<file path="src/ubm_pkg.sv">
// package of constants for the serial port with multiprocessor support
package ubm_pkg;
    // ***************************************************
    // register map
    // ***************************************************
    localparam logic [7:0] UBM_ADDR_CTRL = 8'h98;
    localparam logic [7:0] UBM_ADDR_DATA = 8'h99;
    localparam logic [7:0] UBM_CTRL_RESET = 8'h40;
    // ***************************************************
    // control field positions
    // ***************************************************
    localparam int UBM_BIT_FORMAT = 7;
    localparam int UBM_BIT_ONE = 6;
    localparam int UBM_BIT_MPE = 5;
    localparam int UBM_BIT_REN = 4;
    localparam int UBM_BIT_TB9 = 3;
    localparam int UBM_BIT_RB9 = 2;
    localparam int UBM_BIT_TXF = 1;
    localparam int UBM_BIT_RXF = 0;
    // ***************************************************
    // baud timer clock sources and prescaler
    // ***************************************************
    localparam logic [2:0] UBM_SRC_SYS = 3'h0;
    localparam logic [2:0] UBM_SRC_DIV4 = 3'h1;
    localparam logic [2:0] UBM_SRC_DIV12 = 3'h2;
    localparam logic [2:0] UBM_SRC_DIV48 = 3'h3;
    localparam logic [2:0] UBM_SRC_EXT8 = 3'h4;
    localparam logic [2:0] UBM_SRC_PIN = 3'h5;
    localparam logic [5:0] UBM_PRE_LAST = 6'h2f;
    localparam logic [5:0] UBM_PRE_12A = 6'h0b;
    localparam logic [5:0] UBM_PRE_12B = 6'h17;
    localparam logic [5:0] UBM_PRE_12C = 6'h23;
    localparam logic [2:0] UBM_EXT_LAST = 3'h7;
    localparam logic [7:0] UBM_TMR_TOP = 8'hff;
    localparam logic [3:0] UBM_DATA_LAST = 4'h7;
endpackage : ubm_pkg

</file>
<file path="src/ubm_uart.sv">
// serial port core: baud timers, transmitter, receiver and control register
`timescale 1ns/100ps
module ubm_uart (
    input wire logic ref_clk,
    input wire logic sys_rst,
    input wire logic [7:0] sfr_addr,
    input wire logic sfr_wr,
    input wire logic sfr_rd,
    input wire logic [7:0] sfr_wdata,
    output logic [7:0] sfr_rdata,
    input wire logic baud_timer_run,
    input wire logic [2:0] baud_clk_sel,
    input wire logic [7:0] baud_reload_value,
    input wire logic ext_osc_clk,
    input wire logic baud_timer_ext_input,
    input wire logic serial_irq_enable,
    input wire logic serial_in_pin,
    output logic serial_out_pin,
    output logic serial_irq
);
    import ubm_pkg::*;

    typedef enum logic [4:0] {
        UBM_IDLE = 5'b00001,
        UBM_START = 5'b00010,
        UBM_DATA = 5'b00100,
        UBM_NINTH = 5'b01000,
        UBM_STOP = 5'b10000
    } ubm_state_t;

    // ***************************************************
    // pin synchronisers
    // ***************************************************
    logic [1:0] rx_sync;
    logic [1:0] ext_sync;
    logic [1:0] pin_sync;
    logic rx_prev;
    logic ext_prev;
    logic pin_prev;
    // first stage is read only by the second stage
    always_ff @(posedge ref_clk or posedge sys_rst) begin
        if (sys_rst) begin
            rx_sync <= 2'h3;
            ext_sync <= 2'h0;
            pin_sync <= 2'h0;
            rx_prev <= 1'b1;
            ext_prev <= 1'b0;
            pin_prev <= 1'b0;
        end else begin
            rx_sync <= {rx_sync[0], serial_in_pin};
            ext_sync <= {ext_sync[0], ext_osc_clk};
            pin_sync <= {pin_sync[0], baud_timer_ext_input};
            rx_prev <= rx_sync[1];
            ext_prev <= ext_sync[1];
            pin_prev <= pin_sync[1];
        end
    end

    // ***************************************************
    // baud timer clock selection
    // ***************************************************
    logic [5:0] pre_cnt;
    logic [2:0] ext_cnt;
    wire ext_rise = ext_sync[1] & ~ext_prev;
    wire pin_fall = ~pin_sync[1] & pin_prev;
    wire tick4 = (pre_cnt[1:0] == 2'h3);
    wire tick12 = (pre_cnt == UBM_PRE_12A) | (pre_cnt == UBM_PRE_12B) |
                  (pre_cnt == UBM_PRE_12C) | (pre_cnt == UBM_PRE_LAST);
    wire tick48 = (pre_cnt == UBM_PRE_LAST);
    wire tick_ext = ext_rise & (ext_cnt == UBM_EXT_LAST);
    logic src_tick;
    always_comb begin
        case (baud_clk_sel)
            UBM_SRC_SYS: src_tick = 1'b1;
            UBM_SRC_DIV4: src_tick = tick4;
            UBM_SRC_DIV12: src_tick = tick12;
            UBM_SRC_DIV48: src_tick = tick48;
            UBM_SRC_EXT8: src_tick = tick_ext;
            UBM_SRC_PIN: src_tick = pin_fall;
            default: src_tick = 1'b0;
        endcase
    end
    wire tmr_tick = src_tick & baud_timer_run;
    // prescaler free-runs so the divided sources keep their phase
    always_ff @(posedge ref_clk or posedge sys_rst) begin
        if (sys_rst) begin
            pre_cnt <= 6'h0;
            ext_cnt <= 3'h0;
        end else begin
            pre_cnt <= (pre_cnt == UBM_PRE_LAST) ? 6'h0 : pre_cnt + 6'h1;
            if (ext_rise)
                ext_cnt <= ext_cnt + 3'h1;
        end
    end

    // ***************************************************
    // transmit and hidden receive timers
    // ***************************************************
    logic [7:0] baud_timer_low_byte;
    logic [7:0] rx_timer;
    logic tx_half;
    logic rx_half;
    logic start_det;
    wire tx_ovf = tmr_tick & (baud_timer_low_byte == UBM_TMR_TOP);
    wire rx_ovf = tmr_tick & (rx_timer == UBM_TMR_TOP) & ~start_det;
    // every second overflow makes one bit time
    wire tx_bit_tick = tx_ovf & tx_half;
    wire rx_sample = rx_ovf & ~rx_half;
    // auto-reload counter, reload at top gives 256 minus reload per overflow
    always_ff @(posedge ref_clk or posedge sys_rst) begin
        if (sys_rst) begin
            baud_timer_low_byte <= 8'h0;
            tx_half <= 1'b0;
        end else if (tmr_tick) begin
            baud_timer_low_byte <= tx_ovf ? baud_reload_value : baud_timer_low_byte + 8'h1;
            tx_half <= tx_half ^ tx_ovf;
        end
    end
    // copy timer; a start reloads it so sampling starts half a bit later
    always_ff @(posedge ref_clk or posedge sys_rst) begin
        if (sys_rst) begin
            rx_timer <= 8'h0;
            rx_half <= 1'b0;
        end else if (start_det) begin
            rx_timer <= baud_reload_value;
            rx_half <= 1'b0;
        end else if (tmr_tick) begin
            rx_timer <= rx_ovf ? baud_reload_value : rx_timer + 8'h1;
            rx_half <= rx_half ^ rx_ovf;
        end
    end

    // ***************************************************
    // control register
    // ***************************************************
    logic frame_format_select;
    logic multiproc_enable;
    logic receive_enable_bit;
    logic ninth_tx_bit;
    logic ninth_rx_bit;
    logic tx_done_flag;
    logic rx_done_flag;
    logic tx_set;
    logic rx_load;
    logic rx_ninth_val;
    wire ctrl_wr = sfr_wr & (sfr_addr == UBM_ADDR_CTRL);
    wire data_wr = sfr_wr & (sfr_addr == UBM_ADDR_DATA);
    // bit 6 has no storage and always reads one
    wire [7:0] ctrl_view = {frame_format_select, 1'b1, multiproc_enable, receive_enable_bit,
                            ninth_tx_bit, ninth_rx_bit, tx_done_flag, rx_done_flag};
    // software can only clear flags, and a hardware set beats the clear
    wire next_tx_flag = tx_set | (tx_done_flag & ~(ctrl_wr & ~sfr_wdata[UBM_BIT_TXF]));
    wire next_rx_flag = rx_load | (rx_done_flag & ~(ctrl_wr & ~sfr_wdata[UBM_BIT_RXF]));
    always_ff @(posedge ref_clk or posedge sys_rst) begin
        if (sys_rst) begin
            frame_format_select <= UBM_CTRL_RESET[UBM_BIT_FORMAT];
            multiproc_enable <= UBM_CTRL_RESET[UBM_BIT_MPE];
            receive_enable_bit <= UBM_CTRL_RESET[UBM_BIT_REN];
            ninth_tx_bit <= UBM_CTRL_RESET[UBM_BIT_TB9];
            ninth_rx_bit <= UBM_CTRL_RESET[UBM_BIT_RB9];
            tx_done_flag <= UBM_CTRL_RESET[UBM_BIT_TXF];
            rx_done_flag <= UBM_CTRL_RESET[UBM_BIT_RXF];
        end else begin
            if (ctrl_wr) begin
                frame_format_select <= sfr_wdata[UBM_BIT_FORMAT];
                multiproc_enable <= sfr_wdata[UBM_BIT_MPE];
                receive_enable_bit <= sfr_wdata[UBM_BIT_REN];
                ninth_tx_bit <= sfr_wdata[UBM_BIT_TB9];
            end
            // hardware load of the ninth field wins over a write
            if (rx_load)
                ninth_rx_bit <= rx_ninth_val;
            else if (ctrl_wr)
                ninth_rx_bit <= sfr_wdata[UBM_BIT_RB9];
            tx_done_flag <= next_tx_flag;
            rx_done_flag <= next_rx_flag;
        end
    end
    // interrupt follows either flag while enabled
    assign serial_irq = (tx_done_flag | rx_done_flag) & serial_irq_enable;

    // ***************************************************
    // transmitter
    // ***************************************************
    ubm_state_t tx_state;
    logic [7:0] tx_shift;
    logic [3:0] tx_cnt;
    logic tx_pend;
    // frame sequencing, one step per bit time; the data state holds for all eight data bits
    always_ff @(posedge ref_clk or posedge sys_rst) begin
        if (sys_rst) begin
            tx_state <= UBM_IDLE;
            tx_shift <= 8'h0;
            tx_cnt <= 4'h0;
            tx_pend <= 1'b0;
            serial_out_pin <= 1'b1;
        end else begin
            if (data_wr) begin
                tx_shift <= sfr_wdata;
                tx_pend <= 1'b1;
            end
            if (tx_bit_tick) begin
                case (tx_state)
                    UBM_IDLE: begin
                        if (tx_pend & ~data_wr) begin
                            tx_pend <= 1'b0;
                            tx_state <= UBM_START;
                            serial_out_pin <= 1'b0;
                        end
                    end
                    UBM_START: begin
                        tx_state <= UBM_DATA;
                        tx_cnt <= 4'h0;
                        serial_out_pin <= tx_shift[0];
                    end
                    UBM_DATA: begin
                        tx_cnt <= tx_cnt + 4'h1;
                        if (tx_cnt != UBM_DATA_LAST) begin
                            serial_out_pin <= tx_shift[tx_cnt[2:0] + 3'h1];
                        end else if (frame_format_select) begin
                            tx_state <= UBM_NINTH;
                            serial_out_pin <= ninth_tx_bit;
                        end else begin
                            tx_state <= UBM_STOP;
                            serial_out_pin <= 1'b1;
                        end
                    end
                    UBM_NINTH: begin
                        tx_state <= UBM_STOP;
                        serial_out_pin <= 1'b1;
                    end
                    UBM_STOP: tx_state <= UBM_IDLE;
                    default: tx_state <= UBM_IDLE;
                endcase
            end
        end
    end
    // flag rises as the stop bit begins
    assign tx_set = tx_bit_tick & (((tx_state == UBM_DATA) & (tx_cnt == UBM_DATA_LAST) &
                    ~frame_format_select) | (tx_state == UBM_NINTH));

    // ***************************************************
    // receiver
    // ***************************************************
    ubm_state_t rx_state;
    logic [7:0] rx_shift;
    logic [7:0] rx_latch;
    logic [3:0] rx_cnt;
    logic rx_ninth;
    // falling edge on an idle, enabled line
    assign start_det = (rx_state == UBM_IDLE) & receive_enable_bit & rx_prev & ~rx_sync[1];
    wire at_stop = rx_sample & (rx_state == UBM_STOP);
    // while multiproc_enable is set, the ninth sample or stop gates the load
    assign rx_ninth_val = frame_format_select ? rx_ninth : rx_sync[1];
    // load only while the flag is clear, so an overrun keeps the first byte
    assign rx_load = at_stop & ~rx_done_flag & (~multiproc_enable | rx_ninth_val);
    always_ff @(posedge ref_clk or posedge sys_rst) begin
        if (sys_rst) begin
            rx_state <= UBM_IDLE;
            rx_shift <= 8'h0;
            rx_cnt <= 4'h0;
            rx_ninth <= 1'b0;
        end else if (~receive_enable_bit) begin
            rx_state <= UBM_IDLE;
        end else if (start_det) begin
            rx_state <= UBM_START;
        end else if (rx_sample) begin
            case (rx_state)
                UBM_START: begin
                    // a glitch that is high again mid start bit is dropped
                    rx_state <= rx_sync[1] ? UBM_IDLE : UBM_DATA;
                    rx_cnt <= 4'h0;
                end
                UBM_DATA: begin
                    rx_shift <= {rx_sync[1], rx_shift[7:1]};
                    rx_cnt <= rx_cnt + 4'h1;
                    if (rx_cnt == UBM_DATA_LAST)
                        rx_state <= frame_format_select ? UBM_NINTH : UBM_STOP;
                end
                UBM_NINTH: begin
                    rx_ninth <= rx_sync[1];
                    rx_state <= UBM_STOP;
                end
                UBM_STOP: rx_state <= UBM_IDLE;
                default: rx_state <= UBM_IDLE;
            endcase
        end
    end
    // latch the byte only on a qualified load
    always_ff @(posedge ref_clk or posedge sys_rst) begin
        if (sys_rst)
            rx_latch <= 8'h0;
        else if (rx_load)
            rx_latch <= rx_shift;
    end

    // ***************************************************
    // register read port
    // ***************************************************
    // data reads see the receive latch, transmit data is write-only
    wire [7:0] rd_mux = (sfr_addr == UBM_ADDR_CTRL) ? ctrl_view :
                        (sfr_addr == UBM_ADDR_DATA) ? rx_latch : 8'h0;
    always_ff @(posedge ref_clk or posedge sys_rst) begin
        if (sys_rst)
            sfr_rdata <= 8'h0;
        else if (sfr_rd)
            sfr_rdata <= rd_mux;
    end

    // ***************************************************
    // assertions
    // ***************************************************
    a_bit6_one: assert property (@(posedge ref_clk) disable iff (sys_rst)
        sfr_rd && sfr_addr == UBM_ADDR_CTRL |=> sfr_rdata[UBM_BIT_ONE]) else $error("bit 6 read low");
    a_tx_flag_stop: assert property (@(posedge ref_clk) disable iff (sys_rst)
        tx_state == UBM_STOP && $past(tx_state) != UBM_STOP |-> tx_done_flag) else $error("tx flag late");
    a_flag_hold: assert property (@(posedge ref_clk) disable iff (sys_rst)
        tx_done_flag && !ctrl_wr |=> tx_done_flag) else $error("tx flag lost");
    a_rx_no_overrun: assert property (@(posedge ref_clk) disable iff (sys_rst)
        rx_done_flag && !ctrl_wr |=> $stable(rx_latch)) else $error("latch overwritten");
    a_mpe_gate: assert property (@(posedge ref_clk) disable iff (sys_rst)
        rx_load && frame_format_select && multiproc_enable |=> ninth_rx_bit && rx_done_flag)
        else $error("address gate broken");
    a_rx_off: assert property (@(posedge ref_clk) disable iff (sys_rst)
        !receive_enable_bit |=> rx_state == UBM_IDLE) else $error("receiver active while off");
    a_start_reload: assert property (@(posedge ref_clk) disable iff (sys_rst)
        start_det |=> rx_timer == $past(baud_reload_value) && !rx_half) else $error("no reload on start");
    a_irq_flags: assert property (@(posedge ref_clk) disable iff (sys_rst)
        serial_irq_enable && (tx_done_flag || rx_done_flag) |-> serial_irq) else $error("irq missing");
    a_tx_start_low: assert property (@(posedge ref_clk) disable iff (sys_rst)
        tx_state == UBM_START |-> !serial_out_pin) else $error("start bit not low");
    a_tx_ninth: assert property (@(posedge ref_clk) disable iff (sys_rst)
        tx_state == UBM_NINTH && $past(tx_state) != UBM_NINTH |-> serial_out_pin == $past(ninth_tx_bit))
        else $error("ninth bit wrong");
    a_bit_divide: assert property (@(posedge ref_clk) disable iff (sys_rst)
        tx_ovf |=> tx_half != $past(tx_half)) else $error("tx divide broken");
endmodule : ubm_uart

</file>
<file path="config.mk">
export PLATFORM = sky130hd
export DESIGN_NAME = ubm_uart
export DESIGN_NICKNAME = d
export VERILOG_FILES = /design/src/ubm_pkg.sv /design/src/ubm_uart.sv
export SDC_FILE = /design/constraint.sdc
export NUM_CORES = 1
export LEC_CHECK = 0
export BUFFER_PORTS_ARGS = -buffer_cell sky130_fd_sc_hd__buf_2
export CELL_PAD_IN_SITES_DETAIL_PLACEMENT = 1
export CELL_PAD_IN_SITES_GLOBAL_PLACEMENT = 2
export CORE_ASPECT_RATIO = 0.5
export CORE_MARGIN = 4
export CORE_UTILIZATION = 42
export DETAILED_ROUTE_END_ITERATION = 12
export GPL_TIMING_DRIVEN = 0
export PLACE_DENSITY_LB_ADDON = 0.08
export SLEW_MARGIN = 20
export SYNTH_ARGS = -nofsm -noshare
export SYNTH_HDL_FRONTEND = slang
export SYNTH_SLANG_ARGS = --single-unit
</file>
<file path="constraint.sdc">
create_clock -name ref_clk -period 7.2 [get_ports ref_clk]
set_input_delay 0.36 -clock ref_clk [delete_from_list [all_inputs] [get_ports ref_clk]]
set_output_delay 0.36 -clock ref_clk [all_outputs]
set_load 0.01 [all_outputs]
</file>
# Word-level counts from Yosys, hierarchy flattened

Cells that the tools add are included.

Add/sub/neg operators: 7
Multipliers: 0
Div/mod/pow operators: 0
$lt $le $gt $ge: 1
Equal/unequal tests: 31
Shifts and indexed selects: 0
Multiplexer cells: 35
Bitwise gates (word level): 49
Reduce and logical (&&, ||, !) cells: 13

Operators by type and width:

| operator              | count |
|---|---|
| $mux W8               | 6 |
| $mux W5               | 7 |
| $eq A8 B8 Y1 const B  | 4 |
| $and A1 B1 Y1         | 26 |
| $pmux W5 S4           | 1 |
| $add A8 B1 Y8 const B | 2 |
| $pmux W4 S2           | 2 |
| $pmux W5 S3           | 1 |
| $mux W1               | 13 |
| $not A1 Y1            | 13 |
| $eq A6 B6 Y1 const B  | 2 |
| $reduce_and A4 Y1     | 3 |
| $eq A5 B1 Y1 const B  | 2 |
| $eq A5 B2 Y1 const B  | 2 |
| $eq A5 B3 Y1 const B  | 2 |
| $eq A5 B4 Y1 const B  | 2 |
| $eq A3 B3 Y1 const B  | 3 |
| $add A4 B1 Y4 const B | 2 |
| $eq A4 B3 Y1 const B  | 2 |
| $or A1 B1 Y1          | 8 |
| $reduce_bool A2 Y1    | 4 |
| $add A3 B1 Y3 const B | 2 |
| $add A6 B1 Y6 const B | 1 |
| $eq A3 B2 Y1 const B  | 2 |
| 20 further kinds      | 24 |

Bits in registers: 96
Bits in latches: 0
RAM bits: 0
Memory bits (read-only): 0
Input port bits: 36
Output and inout bits: 10
Logic and storage cells: 166
Memories: 0

# Logic depth before layout (Yosys ltp)

Depth in word-level cells: 13
Gate-level depth with buffers: 14
Depth with buffers taken out: 13

# Worst setup path after synthesis

OpenSTA, ideal clock, no wires.

Kind: reg2reg
Start point: register ext_cnt[0]
End point: register rx_cnt[3]
Library setup time: 0.135 ns
Data arrival time: 2.971 ns
Required time: 7.065 ns
Path slack: 4.094 ns
Cell stages (with the launch flop): 15
Buffers on the path: 1
Clock period less this slack: 3.106 ns
Cells stage by stage: dfrtp_1 -> ha_1 -> ha_1 -> or4bb_1 -> o211ai_1 -> and2_1 -> clkbuf_2 -> nand2_2 -> nor3_1 -> ha_1 -> nand2_1 -> nor4b_1 -> a21boi_0 -> nand2b_1 -> o31ai_1

Longest elaborated chain between the ends: 8

Ends and longest elaborated chain:

| item                               | line            | source |
|---|---|---|
| start: declaration                 | ubm_uart.sv:63  | `logic [2:0] ext_cnt;` |
| start signal: assignment           | ubm_uart.sv:92  | `ext_cnt <= ext_cnt + 3'h1;` |
| $eq A3 B3 Y1                       | ubm_uart.sv:70  | `wire tick_ext = ext_rise & (ext_cnt == UBM_EXT_LAST);` |
| $and A1 B1 Y1                      | ubm_uart.sv:70  |  |
| $pmux W1 S6                        | ubm_uart.sv:73  | `case (baud_clk_sel)` |
| $and A1 B1 Y1                      | ubm_uart.sv:83  | `wire tmr_tick = src_tick & baud_timer_run;` |
| $and A1 B1 Y1 (2 in series)        | ubm_uart.sv:105 | `wire rx_ovf = tmr_tick & (rx_timer == UBM_TMR_TOP) & ~start_det;` |
| $and A1 B1 Y1                      | ubm_uart.sv:108 | `wire rx_sample = rx_ovf & ~rx_half;` |
| $reduce_and A4 Y1 (no source line) | --              |  |
| end signal: assignment             | ubm_uart.sv:276 | `rx_cnt <= rx_cnt + 4'h1;` |
| end: declaration                   | ubm_uart.sv:248 | `logic [3:0] rx_cnt;` |

Every way passes these cells.
A chain may end at the register's enable or synchronous reset.

# Worst setup path after layout

Start point: register ext_cnt[0]
End point: register rx_latch[0]

Longest elaborated chain between the ends: 10

Ends and longest elaborated chain:

| item                        | line            | source |
|---|---|---|
| $eq A3 B3 Y1                | ubm_uart.sv:70  |  |
| $and A1 B1 Y1               | ubm_uart.sv:70  |  |
| $pmux W1 S6                 | ubm_uart.sv:73  |  |
| $and A1 B1 Y1               | ubm_uart.sv:83  |  |
| $and A1 B1 Y1 (2 in series) | ubm_uart.sv:105 |  |
| $and A1 B1 Y1               | ubm_uart.sv:108 |  |
| $and A1 B1 Y1               | ubm_uart.sv:252 | `wire at_stop = rx_sample & (rx_state == UBM_STOP);` |
| $and A1 B1 Y1 (2 in series) | ubm_uart.sv:256 | `assign rx_load = at_stop & ~rx_done_flag & (~multiproc_enable \| rx_ninth_val);` |
| end signal: assignment      | ubm_uart.sv:294 | `rx_latch <= rx_shift;` |
| end: declaration            | ubm_uart.sv:247 | `logic [7:0] rx_latch;` |

Every way passes these cells.

==> flow_metrics.py <==
metrics = {
    "global_routing": {
        "antenna_found_initial": 0,
        "grt_max_degree": 76,
        "grt_pass1_vias": 3829,
        "grt_pass1_wl_um": 19780,
        "grt_use_total": 0.1852,
        "globalRouteOverflowTotal": 0,
    },
    "sta": {
        "finalSetupViolations": 0,
        "worst_slack_ns": 3.219,
        "hold_viol": 0,
        "period_minus_slack_ns": 3.981,
        "timing.fmax_mhz": 251.2,
        "skew_ns": 0.009148,
        "slew_headroom": 0.4114,
        "setup_tns_ns": 0,
        "period_share": 0.5529,
        "grt_setup_unrepaired": "no",
        "tightestPinTransition_ns": 0.8770,
        "finalMaxSlewViolations": 0,
    },
    "worst_setup_path": {
        "worstPathMaxFanout": 10,
        "arrival_ns": 4.21,
        "worstSetupStartpointType": "flip-flop",
        "crit_required_ns": 7.43,
        "crit_type": "reg2reg",
        "crit_path_end_kind": "flip-flop",
    },
    "detailed_routing": {
        "viasPerCell": 5.703,
        "wire_per_inst_um": 18.29,
        "drt_iter0_drc": 203,
        "drc_errors": 0,
        "vias": 3673,
        "drtPass1Iterations": 4,
        "ant_nets": 0,
        "totalWireLength_um": 11780,
    },
    "floorplanning": {
        "die_w_um": 159,
        "die_y_um": 83.50,
        "ios": 46,
        "row_count": 27,
        "start_util": 0.4335,
        "dieArea_um2": 13280,
        "core_area_um2": 11050,
    },
    "logic_synthesis": {
        "synth.top_cells.by_count": "90 x dfrtp_1, 36 x mux2_2, 29 x nor2_1",
        "ys_seq_elements": 96,
        "syn_area_um2": 4788,
        "synth_top_area_cell": "dfrtp_1",
        "yosys-top-cells-area": "dfrtp_1 47%, mux2_2 8.5%, dfstp_2 3.3%, o21ai_0 2.4%, ha_1 2.4%",
        "yosysWarnings": 0,
        "synth_enable_flop_cells": 0,
        "ys_seq_area_frac": 0.5033,
        "synth_top_area_frac": 0.4703,
        "synthArstFlopShare": 1.000,
        "avgSynthCellArea_um2": 10.96,
        "syn_nets": 482,
        "synth_most_common_cell": "dfrtp_1",
        "synth_top_flop_cell": "dfrtp_1",
        "syn_inst": 437,
        "synth_cell_types": 74,
    },
    "power_and_ir_drop": {
        "switching_power_mw": 0.3451,
        "p_leak_nw": 2.447,
        "swShare": 0.2780,
        "internal_power_mw": 0.8962,
        "pwr-share-clk": 0.385,
        "vdd_drop_max_uv": 104.9,
        "p_comb_frac": 0.112,
        "power_density_nw_per_um2": 224.4,
        "pwr-share-seq": 0.503,
    },
    "clock_tree": {
        "htreeDepth": 3,
        "cts_tree": "done",
        "clk_latency_ns": 0.35,
        "clock_path_buffers": 2,
        "cts_setup_buffers": 0,
        "cts_root_buf": "clkbuf_16",
        "cts-buffers-inserted": 9,
        "cts_resized": 0,
        "clkTransAtPathRegs_ns": 0.07,
        "cts_sinks": 96,
    },
    "placed_design": {
        "post-dp-hpwl_um": 8527,
        "portBuffers": 44,
        "place.gp.congestion": 0.7976,
        "pre_cts_ws_ns": 3.213,
    },
    "layout": {
        "drive_above_1_share": 0.2445,
        "insertedDiodeCount": 0,
        "fillCellCount": 1226,
        "seq_area_um2": 2410,
        "areaGrowthSynthToFinish_pct": 15.50,
        "final_nets": 539,
        "multi_input_area_um2": 2253,
    },
    "run_status": {
        "outcome": "completed",
    },
    "flow_run": {
        "cap_violations": 0,
    },
    "worst_hold_path": {
        "min_path_type": "in2reg",
    },
}
==> final cells by class <==
cell class / count / share of cell area
sequential: 96 / 0.4357
multi-input combinational: 309 / 0.4075
timing repair buffer: 46 / 0.04661
clock buffer: 9 / 0.04072
tap: 145 / 0.03281
buffer: 19 / 0.01471
clock inverter: 7 / 0.01222
inverter: 13 / 0.009729
==> cells by family after synthesis <==
family | count (synthesis) | synth area share
mux | 50 | 0.1223
flops | 96 | 0.5033
xor+xnor | 5 | 0.009147
buf+inv | 32 | 0.02717
fa+ha+maj | 9 | 0.02352
compound gates | 106 | 0.1555
simple gates | 139 | 0.1591
==> cell usage in the layout, fill, tap and decap left out, types with 6 or more instances in the layout <==
cell | netlist | routed
buf_2 | 1 | 45
ha_1 | 9 | 9
nand2_1 | 28 | 28
clkbuf_16 | 0 | 9
o21ai_0 | 23 | 23
nand3_1 | 16 | 16
mux2i_1 | 9 | 9
inv_1 | 13 | 12
o31ai_1 | 6 | 6
nor3_1 | 8 | 7
o211ai_1 | 7 | 7
a22oi_1 | 8 | 8
nor2_1 | 29 | 29
dfstp_2 | 6 | 6
clkbuf_1 | 15 | 15
nand4_1 | 8 | 8
a21oi_1 | 19 | 19
nor4b_1 | 6 | 6
mux2_2 | 36 | 36
and2_1 | 7 | 7
dfrtp_1 | 90 | 90
==> worst max-delay path, stage by stage (launching register included) <==
cell      delay, ns
dfrtp_1        0.37
ha_1           0.15
ha_1           0.13
or4bb_1        0.47
o211ai_1       0.42
and2_1         0.19
clkbuf_2       0.21
nand2_2        0.19
nor3_1         0.26
ha_1           0.32
nand4b_1       0.22
a21oi_2        0.51
mux2_2         0.40
==> per-layer routing <==
metal / global-route usage / routed length (um) / vias up
li1: - / - / 1756
met1: 0.2653 / 6064 / 1845
met2: 0.2853 / 5152 / 64
met3: 0.04736 / 478 / 8
met4: 0.03937 / 80 / 0
met5: 0 / 0 / -
==> power by group through the flow <==
stage               Sequential [mW]  Combinational (mW)  Clock (mW)
floorplan                     0.624              0.0956           0
global placement              0.633               0.135           0
detailed placement            0.634               0.141           0
CTS                           0.624               0.142       0.493
global route                  0.631               0.163       0.519
finish                        0.625               0.139       0.477
==> worst paths after layout <==
path / slack [ns] / to / from / cells past startpoint
max: 3.22 / rx_latch[0] / ext_cnt[0] / 12
min: 0.11 / rx_sync[0] / serial_in_pin / 1
max reg2reg: 3.22 / rx_latch[0] / ext_cnt[0] / 12
min reg2reg: 0.35 / ext_sync[1] / ext_sync[0] / 0
max in group asynchronous: 6.03 / tx_state[0] / sys_rst / 4
min in group asynchronous: 0.49 / rx_latch[2] / sys_rst / 3
==> metrics by stage <==
stage	hold WS [ns]	std cells	power [mW]	instance area [um2]	utilization
global route	0.08798	644	1.313	5530	0.5006
detailed placement	0.3217	627	0.7755	5228	0.4732
CTS	0.09339	644	1.260	5530	0.5006
global placement	0.3326	626	0.7673	5190	0.4698
floorplan	0.3312	437	0.7191	4788	-
finish	0.1107	644	1.241	5530	0.5006
==> flip-flops by register name (all words and copies together) (netlist names), 2 cells and up <==
name                 count
rx_timer                 8
rx_state                 5
ext_sync                 2
rx_cnt                   4
tx_shift                 8
pin_sync                 2
pre_cnt                  6
sfr_rdata                8
tx_state                 5
ext_cnt                  3
tx_cnt                   4
rx_sync                  2
rx_latch                 8
rx_shift                 8
baud_timer_low_byte      8
==> timing repair <==
action	in CTS	in global routing
hold buffers	1	0
endpoints found under the setup margin	0	0
hold endpoints to repair	21	0
No activity file was read; power rests on OpenSTA's default activity.
